==> src/design/usc_pkg.sv <==
/*
 Package of the serial port control block: register map, field positions,
 reset values, frame constants and state codes.
 Assumes a 100 MHz system clock and a plain strobe register port.
*/
package usc_pkg;
    // ------------------------------------------------------------
    // Register map
    // ------------------------------------------------------------
    localparam logic [1:0] USC_ADDR_CTRL = 2'h0;
    localparam logic [1:0] USC_ADDR_DATA = 2'h1;
    localparam logic [1:0] USC_ADDR_MASK = 2'h2;
    localparam logic [1:0] USC_ADDR_DIV = 2'h3;
    // ------------------------------------------------------------
    // Control field positions
    // ------------------------------------------------------------
    localparam int USC_B_FMT = 7;
    localparam int USC_B_UNUSED = 6;
    localparam int USC_B_MCE = 5;
    localparam int USC_B_REN = 4;
    localparam int USC_B_TB8 = 3;
    localparam int USC_B_RB8 = 2;
    localparam int USC_B_TI = 1;
    localparam int USC_B_RI = 0;
    localparam logic [7:0] USC_CTRL_RESET = 8'h00;
    localparam logic [7:0] USC_MASK_RESET = 8'h00;
    localparam logic [7:0] USC_FLAG_MASK = 8'h03;
    // ------------------------------------------------------------
    // Bit timing
    // ------------------------------------------------------------
    localparam logic [15:0] USC_DIV_RESET = 16'h0364;
    localparam logic [15:0] USC_DIV_MIN = 16'h0001;
    localparam logic [3:0] USC_DATA_BITS = 4'h8;
    localparam logic [3:0] USC_ZERO4 = 4'h0;
    localparam logic [15:0] USC_ZERO16 = 16'h0000;
    // ------------------------------------------------------------
    // State codes
    // ------------------------------------------------------------
    typedef enum logic [4:0] {
        USC_TX_IDLE = 5'b0_0001,
        USC_TX_START = 5'b0_0010,
        USC_TX_DATA = 5'b0_0100,
        USC_TX_NINTH = 5'b0_1000,
        USC_TX_STOP = 5'b1_0000
    } usc_tx_e;
endpackage : usc_pkg

==> src/design/usc_rx.sv <==
/*
 Receive shifter: samples the line mid-bit and reports a whole frame.
 Assumes rx_line is synchronous to ref_clk and idles high.
*/
`timescale 1ns/1ns
`default_nettype none
module usc_rx (
    input wire logic ref_clk,
    input wire logic rst,
    input wire logic rx_line,
    input wire logic enable,
    input wire logic nine_bit,
    input wire logic [15:0] bit_div,
    output logic frame_done,
    output logic [7:0] frame_data,
    output logic frame_ninth
);
    import usc_pkg::*;

    typedef struct packed {
        logic busy;
        logic [15:0] cnt;
        logic [3:0] idx;
        logic [8:0] shift;
        logic done;
    } usc_rx_s;

    usc_rx_s s_reg, s_next;

    // ------------------------------------------------------------
    // Frame capture
    // ------------------------------------------------------------
    always_comb begin
        logic [3:0] last;
        last = nine_bit ? (USC_DATA_BITS + 4'h2) : (USC_DATA_BITS + 4'h1);
        s_next = s_reg;
        s_next.done = 1'b0;
        if (!s_reg.busy) begin
            if (enable && !rx_line) begin // RULE_04
                s_next.busy = 1'b1;
                s_next.cnt = {1'b0, bit_div[15:1]};
                s_next.idx = USC_ZERO4;
            end
        end else if (s_reg.cnt != USC_ZERO16) begin
            s_next.cnt = s_reg.cnt - 16'h0001;
        end else begin
            s_next.cnt = bit_div - 16'h0001;
            if (s_reg.idx == USC_ZERO4 && rx_line) begin
                s_next.busy = 1'b0;
            end else if (s_reg.idx == last) begin
                s_next.busy = 1'b0;
                s_next.done = 1'b1;
                if (!nine_bit) begin
                    s_next.shift = {rx_line, s_reg.shift[8:1]}; // RULE_06
                end
            end else begin
                if (s_reg.idx != USC_ZERO4) begin
                    s_next.shift = {rx_line, s_reg.shift[8:1]};
                end
                s_next.idx = s_reg.idx + 4'h1;
            end
        end
    end

    always_ff @(posedge ref_clk) begin
        if (rst) begin
            s_reg <= '0;
        end else begin
            s_reg <= s_next;
        end
    end

    assign frame_done = s_reg.done;
    assign frame_data = s_reg.shift[7:0];
    assign frame_ninth = s_reg.shift[8];
endmodule : usc_rx
`default_nettype wire

==> src/design/usc_top.sv <==
/*
 Serial port control block: control register, data buffer, transmitter,
 frame acceptance filter and interrupt logic.
 Assumes a 100 MHz ref_clk, a synchronous rx_line, one-cycle strobes.
*/
// Operation
// RULE_01: Bit 7 selects 8-bit or 9-bit frames
// RULE_02: 8-bit filter on needs high stop
// RULE_03: 9-bit filter on needs ninth bit one
// RULE_04: Receive enable gates all reception; code checks it only at start detect, a started frame completes
// RULE_05: Ninth transmit bit sent only 9-bit
// RULE_06: Ninth receive bit takes stop or ninth
// RULE_07: Transmit done after data or ninth bit
// RULE_08: Transmit done raises interrupt, software clears
// RULE_09: Accept only while receive done clear
// RULE_10: 8-bit frame: start, eight LSB-first, stop
// RULE_11: 9-bit frame adds programmable ninth bit
// RULE_12: Data buffer write starts transmission
// RULE_13: Receive done cleared only by software
// RULE_14: Bit 6 unused, ignores writes
`timescale 1ns/1ns
`default_nettype none
module usc_top (
    input wire logic ref_clk,
    input wire logic rst,
    input wire logic [1:0] reg_addr,
    input wire logic [7:0] reg_wdata,
    input wire logic reg_wr,
    input wire logic reg_rd,
    output logic [7:0] reg_rdata,
    input wire logic rx_line,
    output logic tx_line,
    output logic irq
);
    import usc_pkg::*;

    typedef struct packed {
        logic [7:0] ctrl;
        logic [7:0] rx_buf;
        logic [7:0] mask;
        logic [7:0] stat;
        logic [15:0] div;
        usc_tx_e tx_state;
        logic [15:0] tx_cnt;
        logic [3:0] tx_idx;
        logic [7:0] tx_shift;
        logic tx_ninth;
        logic tx_out;
        logic [7:0] rdata;
    } usc_s;

    usc_s s_reg, s_next;
    logic rx_done;
    logic [7:0] rx_data;
    logic rx_ninth;

    // ------------------------------------------------------------
    // Helpers
    // ------------------------------------------------------------
    function automatic logic usc_accept(input logic mce, input logic ninth, input logic flag);
        // Stop bit in 8-bit mode and ninth bit in 9-bit mode share one slot
        usc_accept = !flag && (!mce || ninth); // RULE_02 RULE_03 RULE_09
    endfunction : usc_accept

    function automatic logic usc_hit(input logic [1:0] a, input logic [1:0] t);
        usc_hit = (a == t);
    endfunction : usc_hit

    usc_rx u_rx (
        .ref_clk(ref_clk),
        .rst(rst),
        .rx_line(rx_line),
        .enable(s_reg.ctrl[USC_B_REN]),
        .nine_bit(s_reg.ctrl[USC_B_FMT]),
        .bit_div(s_reg.div),
        .frame_done(rx_done),
        .frame_data(rx_data),
        .frame_ninth(rx_ninth)
    );

    // ------------------------------------------------------------
    // Next state
    // ------------------------------------------------------------
    always_comb begin
        logic set_ti;
        logic set_ri;
        logic tick;
        s_next = s_reg;
        set_ti = 1'b0;
        set_ri = 1'b0;
        tick = (s_reg.tx_cnt == USC_ZERO16);
        s_next.rdata = 8'h00;
        if (!tick) begin
            s_next.tx_cnt = s_reg.tx_cnt - 16'h0001;
        end

        // Register writes
        if (reg_wr) begin
            unique case (reg_addr)
                USC_ADDR_CTRL: begin
                    s_next.ctrl = reg_wdata;
                    s_next.ctrl[USC_B_UNUSED] = 1'b0; // RULE_14
                    s_next.ctrl[USC_B_RB8] = s_reg.ctrl[USC_B_RB8];
                    // Flags can only be cleared by software
                    s_next.ctrl[USC_B_TI] = s_reg.ctrl[USC_B_TI] & reg_wdata[USC_B_TI]; // RULE_08
                    s_next.ctrl[USC_B_RI] = s_reg.ctrl[USC_B_RI] & reg_wdata[USC_B_RI]; // RULE_13
                end
                USC_ADDR_DATA: begin
                    if (s_reg.tx_state == USC_TX_IDLE) begin // RULE_12
                        s_next.tx_shift = reg_wdata;
                        s_next.tx_ninth = s_reg.ctrl[USC_B_TB8];
                        s_next.tx_state = USC_TX_START;
                        s_next.tx_out = 1'b0; // RULE_10
                        s_next.tx_cnt = s_reg.div - 16'h0001;
                    end
                end
                USC_ADDR_MASK: s_next.mask = reg_wdata & USC_FLAG_MASK;
                USC_ADDR_DIV: s_next.div = {s_reg.div[15:8], reg_wdata};
                default: ;
            endcase
        end

        // Register reads
        if (reg_rd) begin
            unique case (reg_addr)
                USC_ADDR_CTRL: s_next.rdata = s_reg.ctrl;
                USC_ADDR_DATA: s_next.rdata = s_reg.rx_buf;
                USC_ADDR_MASK: s_next.rdata = s_reg.mask;
                USC_ADDR_DIV: s_next.rdata = s_reg.stat;
                default: s_next.rdata = 8'h00;
            endcase
            if (usc_hit(reg_addr, USC_ADDR_DIV)) begin
                s_next.stat = 8'h00;
            end
        end

        // Transmitter
        if (tick) begin
            s_next.tx_cnt = s_reg.div - 16'h0001;
            unique case (s_reg.tx_state)
                USC_TX_IDLE: begin
                    // Keep the full start bit time when a data write lands now
                    if (s_next.tx_state == USC_TX_IDLE) begin
                        s_next.tx_cnt = USC_ZERO16;
                    end
                end
                USC_TX_START: begin
                    s_next.tx_state = USC_TX_DATA;
                    s_next.tx_out = s_reg.tx_shift[0];
                    s_next.tx_shift = {1'b0, s_reg.tx_shift[7:1]};
                    s_next.tx_idx = 4'h1;
                end
                USC_TX_DATA: begin
                    if (s_reg.tx_idx == USC_DATA_BITS) begin
                        if (s_reg.ctrl[USC_B_FMT]) begin // RULE_01
                            s_next.tx_state = USC_TX_NINTH;
                            s_next.tx_out = s_reg.tx_ninth; // RULE_05 RULE_11
                        end else begin
                            s_next.tx_state = USC_TX_STOP;
                            s_next.tx_out = 1'b1;
                            set_ti = 1'b1; // RULE_07
                        end
                    end else begin
                        s_next.tx_out = s_reg.tx_shift[0];
                        s_next.tx_shift = {1'b0, s_reg.tx_shift[7:1]};
                        s_next.tx_idx = s_reg.tx_idx + 4'h1;
                    end
                end
                USC_TX_NINTH: begin
                    s_next.tx_state = USC_TX_STOP;
                    s_next.tx_out = 1'b1;
                    set_ti = 1'b1; // RULE_07
                end
                USC_TX_STOP: begin
                    s_next.tx_state = USC_TX_IDLE;
                    s_next.tx_cnt = USC_ZERO16;
                end
                default: begin
                    s_next.tx_state = USC_TX_IDLE;
                    s_next.tx_out = 1'b1;
                end
            endcase
        end

        // Receive acceptance
        if (rx_done && usc_accept(s_reg.ctrl[USC_B_MCE], rx_ninth, s_reg.ctrl[USC_B_RI])) begin
            s_next.rx_buf = rx_data; // RULE_09
            s_next.ctrl[USC_B_RB8] = rx_ninth; // RULE_06
            set_ri = 1'b1;
        end

        // Set wins over clear
        if (set_ti) begin
            s_next.ctrl[USC_B_TI] = 1'b1; // RULE_08
            s_next.stat[USC_B_TI] = 1'b1;
        end
        if (set_ri) begin
            s_next.ctrl[USC_B_RI] = 1'b1;
            s_next.stat[USC_B_RI] = 1'b1;
        end
        if (s_next.div == USC_ZERO16) begin
            s_next.div = USC_DIV_MIN;
        end
    end

    // ------------------------------------------------------------
    // State register
    // ------------------------------------------------------------
    always_ff @(posedge ref_clk) begin
        if (rst) begin
            s_reg <= '0;
            s_reg.ctrl <= USC_CTRL_RESET;
            s_reg.mask <= USC_MASK_RESET;
            s_reg.div <= USC_DIV_RESET;
            s_reg.tx_state <= USC_TX_IDLE;
            s_reg.tx_out <= 1'b1;
        end else begin
            s_reg <= s_next;
        end
    end

    assign reg_rdata = s_reg.rdata;
    assign tx_line = s_reg.tx_out;
    assign irq = |(s_reg.stat & s_reg.mask); // RULE_08
endmodule : usc_top
`default_nettype wire

==> config.mk <==
export PLATFORM = sky130hd
export DESIGN_NAME = usc_top
export DESIGN_NICKNAME = d
export VERILOG_FILES = /design/src/design/usc_pkg.sv /design/src/design/usc_rx.sv /design/src/design/usc_top.sv
export SDC_FILE = /design/constraint.sdc
export NUM_CORES = 1
export LEC_CHECK = 0
export ABC_AREA = 1
export BUFFER_PORTS_ARGS = -buffer_cell sky130_fd_sc_hd__buf_2
export CAP_MARGIN = 20
export CORE_ASPECT_RATIO = 0.75
export CORE_UTILIZATION = 54
export DETAILED_ROUTE_END_ITERATION = 8
export PLACE_DENSITY = 0.71
export SLEW_MARGIN = 5
export SYNTH_ARGS = -nofsm -noshare
export SYNTH_HDL_FRONTEND = slang
export SYNTH_HIERARCHICAL = 1
export SYNTH_SLANG_ARGS = --single-unit
==> constraint.sdc <==
create_clock -name ref_clk -period 5.5 [get_ports ref_clk]
set_clock_uncertainty 0.1 [all_clocks]
set_input_delay 1.65 -clock ref_clk [delete_from_list [all_inputs] [get_ports ref_clk]]
set_output_delay 1.65 -clock ref_clk [all_outputs]
set_load 0.005 [all_outputs]
Yosys cells after proc, flatten, opt, wreduce, memory -nomap -nowiden. Cells that the tools add are included.

Register bits: 109. Latch bits: 0. RAM bits: 0. ROM bits: 0. Bits of input ports: 15. Output and inout bits: 10. Memories kept: 0.

$add $sub $neg: 5. $mul: 0. Divide/modulo/power cells: 0. Magnitude comparators: 0. Equality and inequality tests: 16. Shifts and indexed selects: 0. Multiplexer cells: 50. Bitwise operators: 7. Reduce and logical (&&, ||, !) cells: 40.

Operator list (number): $mux 21 (4); $mux 16 (3); $sub 16x1->16 const B (3); $mux 10 (4); $mux 33 (1); $logic_not 16->1 (2); $pmux 16 s2 (1); $pmux 8 s4 (1); $mux 29 (1); $mux 14 (2); $mux 9 (3); $pmux 12 s2 (1); $reduce_bool 2->1 (11); $pmux 5 s4 (1); $mux 1 (16); $reduce_bool 16->1 (1); $mux 12 (1); $reduce_and 2->1 (6); $eq 5x1->1 const B (2); $mux 5 (2); $ne 2x2->1 const B (5); $add 4x1->4 const B (2); $mux 2 (4); $mux 8 (1); 27 further kinds (40).

Longest topological paths before layout. Gate-level depths: netlist (run 1).

Depth after elaboration: 9. Gate-level depth with buffers: 14. Mapped depth without buffers: 14.

By module. The synthesis (run 1) kept the hierarchy.

Modules (own cells, without submodules): usc_top (times used 1, cells each 549, area an instance 3663.5 um2, sequential area each 1421.4 um2); usc_rx (times used 1, cells each 354, area an instance 2185.8 um2, sequential area each 620.6 um2).

Least setup slack after synthesis (run 1). OpenSTA, ideal clock, no wires.

Path type: in2reg. Start point: in rx_line. End point: reg u_rx/s_reg[19] in the netlist's numbering. Setup time: 0.070 ns. Data arrival time: 2.729 ns. Required time: 5.330 ns. Slack: 2.601 ns. Cell stages on the path: 7. Path buffers: 0. Cells stage by stage: inv_1 > nand2_1 > nor2_1 > clkinv_1 > o22ai_1 > inv_1 > a21oi_1.

Longest elaborated chain between the ends: 3.

RTL lines: start: declaration (RTL line usc_top.sv:31) `input wire logic rx_line,`; $logic_not 1->1 (RTL line usc_rx.sv:39) `if (enable && !rx_line) begin`; $logic_and 1x1->1 (RTL line usc_rx.sv:39); $reduce_bool 2->1 (no line); end signal: assignment (RTL line usc_rx.sv:69) `s_reg <= s_next;`; end: declaration (RTL line usc_rx.sv:28) `usc_rx_s s_reg, s_next;`.

No other way between the ends. A chain may end at the register's enable or synchronous reset.

Final worst setup path (run 1).
Start point: in rst. End point: reg s_reg (netlist bit reg_rdata[1]).

Longest elaborated chain between the ends: 1.

RTL lines: start: declaration (RTL line usc_top.sv:25) `input wire logic rst,`; $reduce_or 2->1 (no line); end signal: assignment (RTL line usc_top.sv:218) `s_reg <= s_next;`; end: declaration (RTL line usc_top.sv:52) `usc_s s_reg, s_next;`.

No other way between the ends.

==> results.md, run 1 <==
- Max-cap violations: 0
- Number of placement rows: 32
- Element type at the critical path end: flip-flop
- Placed cell count: just over 1k
- Largest net degree at the start of global routing: 28
- Power density cells: 421 nW/um^2
- Min Clock Period, post-route: 3.38 ns
- Vias after detailed routing: 5682
- Leakage power summed over all cells: 2.79 nW
- First DRT Iteration DRCs: 514
- Worst setup path category: in2reg
- Core Box Area: 10400 sq um
- Wire length of the first global-routing pass: 24.0 mm
- Syn_area_per_cell: 6.48 sq um
- Final number of hold-violating endpoints: 0
- RSZ-0062 raised after global routing: no
- Final sum of negative setup slack: 0 ns
- Total inserted antenna cells: 0
- Flip-flop count of the largest register after layout: 62
- Initial core utilization: 0.562
- Clock latency on the worst-skew pair: 0.35 ns
- Area added between synthesis and finish: 6.97%
- Most frequently used flop master after synthesis: sky130_fd_sc_hd__dfxtp_1
- Total Die Area: 11300 sq um
- Sequential-to-total area share from yosys stat: 0.349
- Top-level I/O count: 25
- Via count of the first global-routing pass: 5180
- Maximum fanout along the worst path: 27
- Mapped cell area: 5850 sq um
- Number of flip-flops and latches in the synthesized netlist: 102
- Post-detailed-route DRC marker count: 0
- Worst-case vdd ir drop: between 200 and 250 uV
- Post-route antenna net violation count: 0
- Port Buffers: 24
- Post-layout total power: 2.64 mW
- Number of nets in the finished design: around 940
- WP data arrival: 3.51 ns
- Setup slack of the most critical reg-to-reg path: 2.83 ns
- Via density: approximately 5.4
- Number of buffers added by the clock tree synthesis step: 9
- Total wire length: 14.2 mm
- Number of flops mapped to enable cells by yosys: 0
- Gp weighted congestion: 0.888
- Sink count of the clock tree: 102
- Worst min-delay path category: reg2reg
- Cell count after synthesis: about 900
- Post-CTS resize count: 0
- Commonest cells after routing, fill and taps aside: 229 x sky130_fd_sc_hd__nand2_1, 128 x sky130_fd_sc_hd__nor2_1, 106 x sky130_fd_sc_hd__inv_1, 102 x sky130_fd_sc_hd__dfxtp_1, 59 x sky130_fd_sc_hd__a21oi_1
- Proportion of layout cells with a drive suffix above 1: 0.0904
- Maximum clock frequency: 0.296 GHz
- Pins over their slew limit: 0
- Clock root buffer: sky130_fd_sc_hd__clkbuf_16
- Post-detail-place hpwl: a little over 10 mm
- Headroom to the max-slew limit: 0.502
- Overall die height: between 90 and 100 um
- PnR worst setup slack: between 2 and 2.5 ns
- Number of buffers inserted for hold repair after clock tree synthesis: 0
- Sequence of cells on the critical path: buf_2, clkinv_1, nand2_1, nor2_1
- Die extent in x: 122 um
- Clock edge transition at the registers on the reported setup and hold paths: 0.07 ns
- Worst hold margin: 0.366 ns
- # Post-CTS Setup Buffers: 0
- Final cycle utilization of the critical path: 0.614
- Actual slew at the worst max-slew pin: about 0.74 ns
- Final cell count without fillers: between 1k and 1.5k
- Maximum level of the CTS H-tree: 3
- Category of the worst setup path launch point: input port
- Critical Path Max Stage Delay: between 0.7 and 0.8 ns
- Worst path buffer plus inverter count: 2
- TritonCTS clock tree: built
- Count of unique library cells instantiated by Yosys: 43
- Global route overflow: 0
- Most common cell after layout, fill and taps aside: sky130_fd_sc_hd__nand2_1
- Count of yosys warnings during synthesis: 6
- Slowest stage cell, crit path: sky130_fd_sc_hd__clkinv_1
- Post-synthesis async set-or-reset flop share: 0
- Drt first pass iters: 5
- Data required time of the critical path: 5.63 ns
- CP delay by family, top: buffers and inverters
- Clock Path Buffers: 2
- Result of the run: finished, final reports clean
- Placement Setup Slack: 1.80 ns
- Number of failing setup endpoints in the final timing report: 0
- Initial antenna violation count: 0
- Average detailed-routed wire length per instance: 13.5 um
- GRT Total Usage: 0.266
## cell usage after synthesis, types with 9 or more instances
cell / count / area, sq um
sky130_fd_sc_hd__o21ai_1: 11 / 55.1
sky130_fd_sc_hd__buf_4: 19 / 143
sky130_fd_sc_hd__clkbuf_1: 9 / 33.8
sky130_fd_sc_hd__nand3_1: 58 / 290
sky130_fd_sc_hd__xor2_1: 10 / 87.6
sky130_fd_sc_hd__nor2_1: 128 / 480
sky130_fd_sc_hd__dfxtp_1: 102 / 2040
sky130_fd_sc_hd__nand4_1: 9 / 56.3
sky130_fd_sc_hd__nand2_1: 229 / 860
sky130_fd_sc_hd__a21oi_1: 59 / 295
sky130_fd_sc_hd__o21ai_0: 58 / 290
sky130_fd_sc_hd__inv_1: 106 / 398
## metal layers
metal  track usage  share of wire
met5             0              0
met4        0.0600         0.0091
met3        0.0454          0.058
met2         0.420           0.44
met1         0.377           0.49
## stage by stage
stage	area, sq um	util
6_report	6260	0.601
2_1_floorplan	5890	-
5_1_grt	6260	0.601
4_1_cts	6260	0.601
3_3_place_gp	5950	0.572
3_5_place_dp	5950	0.572
## logic make-up after synthesis
logic type      count (synthesis)  share of synthesized area
buf+inv                       152                      0.115
compound gates                156                      0.145
other cells                     1                   0.000641
flops                         102                      0.349
fa+ha+maj                       8                     0.0171
xor+xnor                       13                     0.0195
simple gates                  471                      0.354
## where the power goes
group	switching (mW)	internal [mW]
combinational	0.734	0.348
sequential	0.0673	0.818
clock	0.305	0.363
## worst register-to-register path, cell delays in order (launching register included)
cell	delay [ns]
sky130_fd_sc_hd__dfxtp_1	0.33
sky130_fd_sc_hd__nor2_1	0.16
sky130_fd_sc_hd__nand2_1	0.15
sky130_fd_sc_hd__nor2_4	0.51
sky130_fd_sc_hd__nand2_4	0.27
sky130_fd_sc_hd__nor2_1	0.15
sky130_fd_sc_hd__nor2_1	0.09
sky130_fd_sc_hd__ha_1	0.22
sky130_fd_sc_hd__nand2_1	0.15
sky130_fd_sc_hd__nor2_1	0.11
sky130_fd_sc_hd__nor2_1	0.11
sky130_fd_sc_hd__o21ai_0	0.10
sky130_fd_sc_hd__a31oi_1	0.16
## layout make-up
class | count | area, sq um
clock buffers | 10 | 229
well taps | 136 | 170
multi-input cells | 659 | 3170
inverters | 116 | 435
repair buffers | 25 | 128
fillers | 1012 | 4150
flip-flops and latches | 102 | 2040
clock inverters | 6 | 78.8
## worst paths after layout
check,start,depth (start not counted),to
setup / recovery,rst,4,reg_rdata[1]
hold / removal,s_reg[11],2,s_reg[10]
setup reg to reg,u_rx/s_reg[16],12,u_rx/s_reg[18]
hold reg to reg,s_reg[11],2,s_reg[10]
Power figures use the tool's default switching activity.
==> inputs of run 2 (changes only) <==
Clock period 5.5 ns to 3.3 ns, I/O delays scaled along.
==> run 2 against run 1 <==
Power up 62%; die area stayed put; register-to-register slack worse by 1.9 ns; global-route usage is 0.37 points higher; flip-flop and latch count did not move; core utilization is essentially flat; largest cell class unchanged.
==> results.md, run 2 (synthesized netlist as in run 1, its figures left out) <==
- First DRT Iteration DRCs: 448 (-13%)
- Sequential cell area: 2040 sq um (unchanged)
- Placed cell count: 1043 (+0.48%)
- Number of placement rows: 32 (unchanged)
- Pins over their slew limit: 0 (unchanged)
- Sink count of the clock tree: 102 (unchanged)
- Via count of the first global-routing pass: 5064 (-2.2%)
- Average detailed-routed wire length per instance: 13.4 um (-1.1%)
- Clock root buffer: sky130_fd_sc_hd__clkbuf_16
- Maximum level of the CTS H-tree: 3 (unchanged)
- Number of buffers inserted for hold repair after clock tree synthesis: 0 (unchanged)
- Post-detailed-route DRC marker count: 0 (unchanged)
- Core Box Area: 10400 sq um (unchanged)
- Timing startpoint of the critical path: u_rx/s_reg[14]
- Overall die height: 92.1 um (unchanged)
- Post-layout total power: 4.26 mW (+62%)
- Gp weighted congestion: 0.907 (+2.2%)
- Final number of hold-violating endpoints: 0 (unchanged)
- Wire length of the first global-routing pass: 24.2 mm (+1.1%)
- Leakage power summed over all cells: 2.79 nW (about the same)
- Initial core utilization: 0.562 (unchanged)
- Multi-input combinational cell area: 3170 sq um (unchanged)
- Proportion of layout cells with a drive suffix above 1: 0.0932 (+0.00276)
- Final cell count without fillers: 1059 (+0.47%)
- Post-route antenna net violation count: 0 (unchanged)
- Clock edge transition at the registers on the reported setup and hold paths: 0.07 ns (about the same)
- Final sum of negative setup slack: 0 ns (unchanged)
- Beginning of the worst register-to-register path: u_rx/s_reg[14]
- Worst min-delay path category: reg2reg
- RSZ-0062 raised after global routing: no
- Port Buffers: 24 (unchanged)
- Post-CTS resize count: 0 (unchanged)
- Total Die Area: 11300 sq um (unchanged)
- Data required time of the critical path: 3.42 ns (-2.21 ns)
- Maximum clock frequency: about 0.42 GHz
- Initial antenna violation count: 0 (unchanged)
- Result of the run: finished, final reports clean
- Number of nets in the finished design: 941 (+0.53%)
- Number of buffers added by the clock tree synthesis step: 9 (unchanged)
- Min Clock Period, post-route: 2.40 ns
- Max-cap violations: 0 (unchanged)
- Worst hold margin: 0.363 ns (-0.00223 ns)
- Post-detail-place hpwl: 10.4 mm (+1.5%)
- Most common cell after layout, fill and taps aside: sky130_fd_sc_hd__nand2_1
- Total wire length: 14.2 mm (-0.60%)
- Via density: 5.32 (-1.3%)
- R2R depth: 12 (unchanged)
- Worst-case vdd ir drop: 339 uV (+59%)
- Power density cells: 682 nW/um^2 (+62%)
- Placement Setup Slack: 0.794 ns (-1.01 ns)
- Reg-to-Reg End: u_rx/s_reg[20]
- Element type at the critical path end: flip-flop
- TritonCTS clock tree: built
- Clock Path Buffers: 2 (unchanged)
- Setup slack of the most critical reg-to-reg path: 0.90 ns (-1.93 ns)
- Fillers: 1001 (-1.1%)
- # Post-CTS Setup Buffers: 0 (unchanged)
- Total inserted antenna cells: 0 (unchanged)
- Actual slew at the worst max-slew pin: 0.722 ns (-0.0204 ns)
- Drt first pass iters: 5 (unchanged)
- Vias after detailed routing: 5632 (-0.88%)
- Global route overflow: 0 (unchanged)
- Critical path endpoint: u_rx/s_reg[20]
- Commonest cells after routing, fill and taps aside: 229 x sky130_fd_sc_hd__nand2_1, 128 x sky130_fd_sc_hd__nor2_1, 106 x sky130_fd_sc_hd__inv_1, 102 x sky130_fd_sc_hd__dfxtp_1, 59 x sky130_fd_sc_hd__a21oi_1
- GRT Total Usage: 0.270 (+0.00368)
- Maximum fanout along the worst path: 25 (-7.4%)
- Category of the worst setup path launch point: flip-flop
- Top-level I/O count: 25 (unchanged)
- Area added between synthesis and finish: 6.91% (about the same)
- Worst setup path category: reg2reg
- WP data arrival: 2.52 ns (-0.99 ns)
- Number of failing setup endpoints in the final timing report: 0 (unchanged)
- Clock latency on the worst-skew pair: 0.35 ns (about the same)
- Final cycle utilization of the critical path: 0.728
- Largest net degree at the start of global routing: 28 (unchanged)
- PnR worst setup slack: 0.898 ns (-1.22 ns)
- Die extent in x: 122 um (unchanged)
- Headroom to the max-slew limit: 0.516 (+0.0137)
- Flip-flop count of the largest register after layout: 62 (unchanged)
-- run 2: through the flow --
step	instance area, sq um	util
3_3_place_gp	5990	0.575
6_report	6250	0.601
4_1_cts	6250	0.601
3_5_place_dp	5990	0.575
5_1_grt	6250	0.601
2_1_floorplan	5890	-
-- run 2: routing by layer --
| metal | routed length (um) | up-vias | GRT usage |
|---|---|---|---|
| met4 | 145 | 0 | 0.0630 |
| met1 | 7200 | 2575 | 0.396 |
| li1 | - | 2893 | - |
| met5 | 0 | - | 0 |
| met3 | 763 | 13 | 0.0498 |
| met2 | 6040 | 151 | 0.404 |
-- run 2: layout make-up --
class | instances | area share
clock buffers | 12 | 0.0378
repair buffers | 30 | 0.0264
multi-input cells | 659 | 0.508
clock inverters | 4 | 0.00480
flip-flops and latches | 102 | 0.327
inverters | 116 | 0.0696
well taps | 136 | 0.0272
-- run 2: how the worst min path moves through the flow --
stage / start / to / cells after the start
6_report: s_reg[17] / s_reg[17] / 2
2_1_floorplan: s_reg[81] / reg_rdata[6] / 2
3_5_place_dp: s_reg[17] / s_reg[17] / 2
3_3_place_gp: s_reg[15] / s_reg[14] / 2
5_1_grt: s_reg[78] / reg_rdata[3] / 2
4_1_cts: s_reg[17] / s_reg[17] / 2
-- run 2: worst max-delay path, cell delays in order (launching register included) --
cell	delay, ns
sky130_fd_sc_hd__dfxtp_1	0.32
sky130_fd_sc_hd__nor2_1	0.16
sky130_fd_sc_hd__nand2_2	0.11
sky130_fd_sc_hd__nor2_8	0.34
sky130_fd_sc_hd__nand2_4	0.21
sky130_fd_sc_hd__nor2_1	0.13
sky130_fd_sc_hd__nor2_1	0.08
sky130_fd_sc_hd__ha_1	0.21
sky130_fd_sc_hd__nand2_1	0.17
sky130_fd_sc_hd__nor2_4	0.09
sky130_fd_sc_hd__xor2_1	0.15
sky130_fd_sc_hd__a21oi_1	0.14
sky130_fd_sc_hd__nor2_1	0.05
-- run 2: power breakdown --
group | internal (mW) | switching (mW) | leakage (nW) | total, mW
Combinational | 0.589 | 1.21 | 1.83 | 1.80
Sequential | 1.36 | 0.122 | 0.828 | 1.49
Clock | 0.517 | 0.461 | 0.128 | 0.977
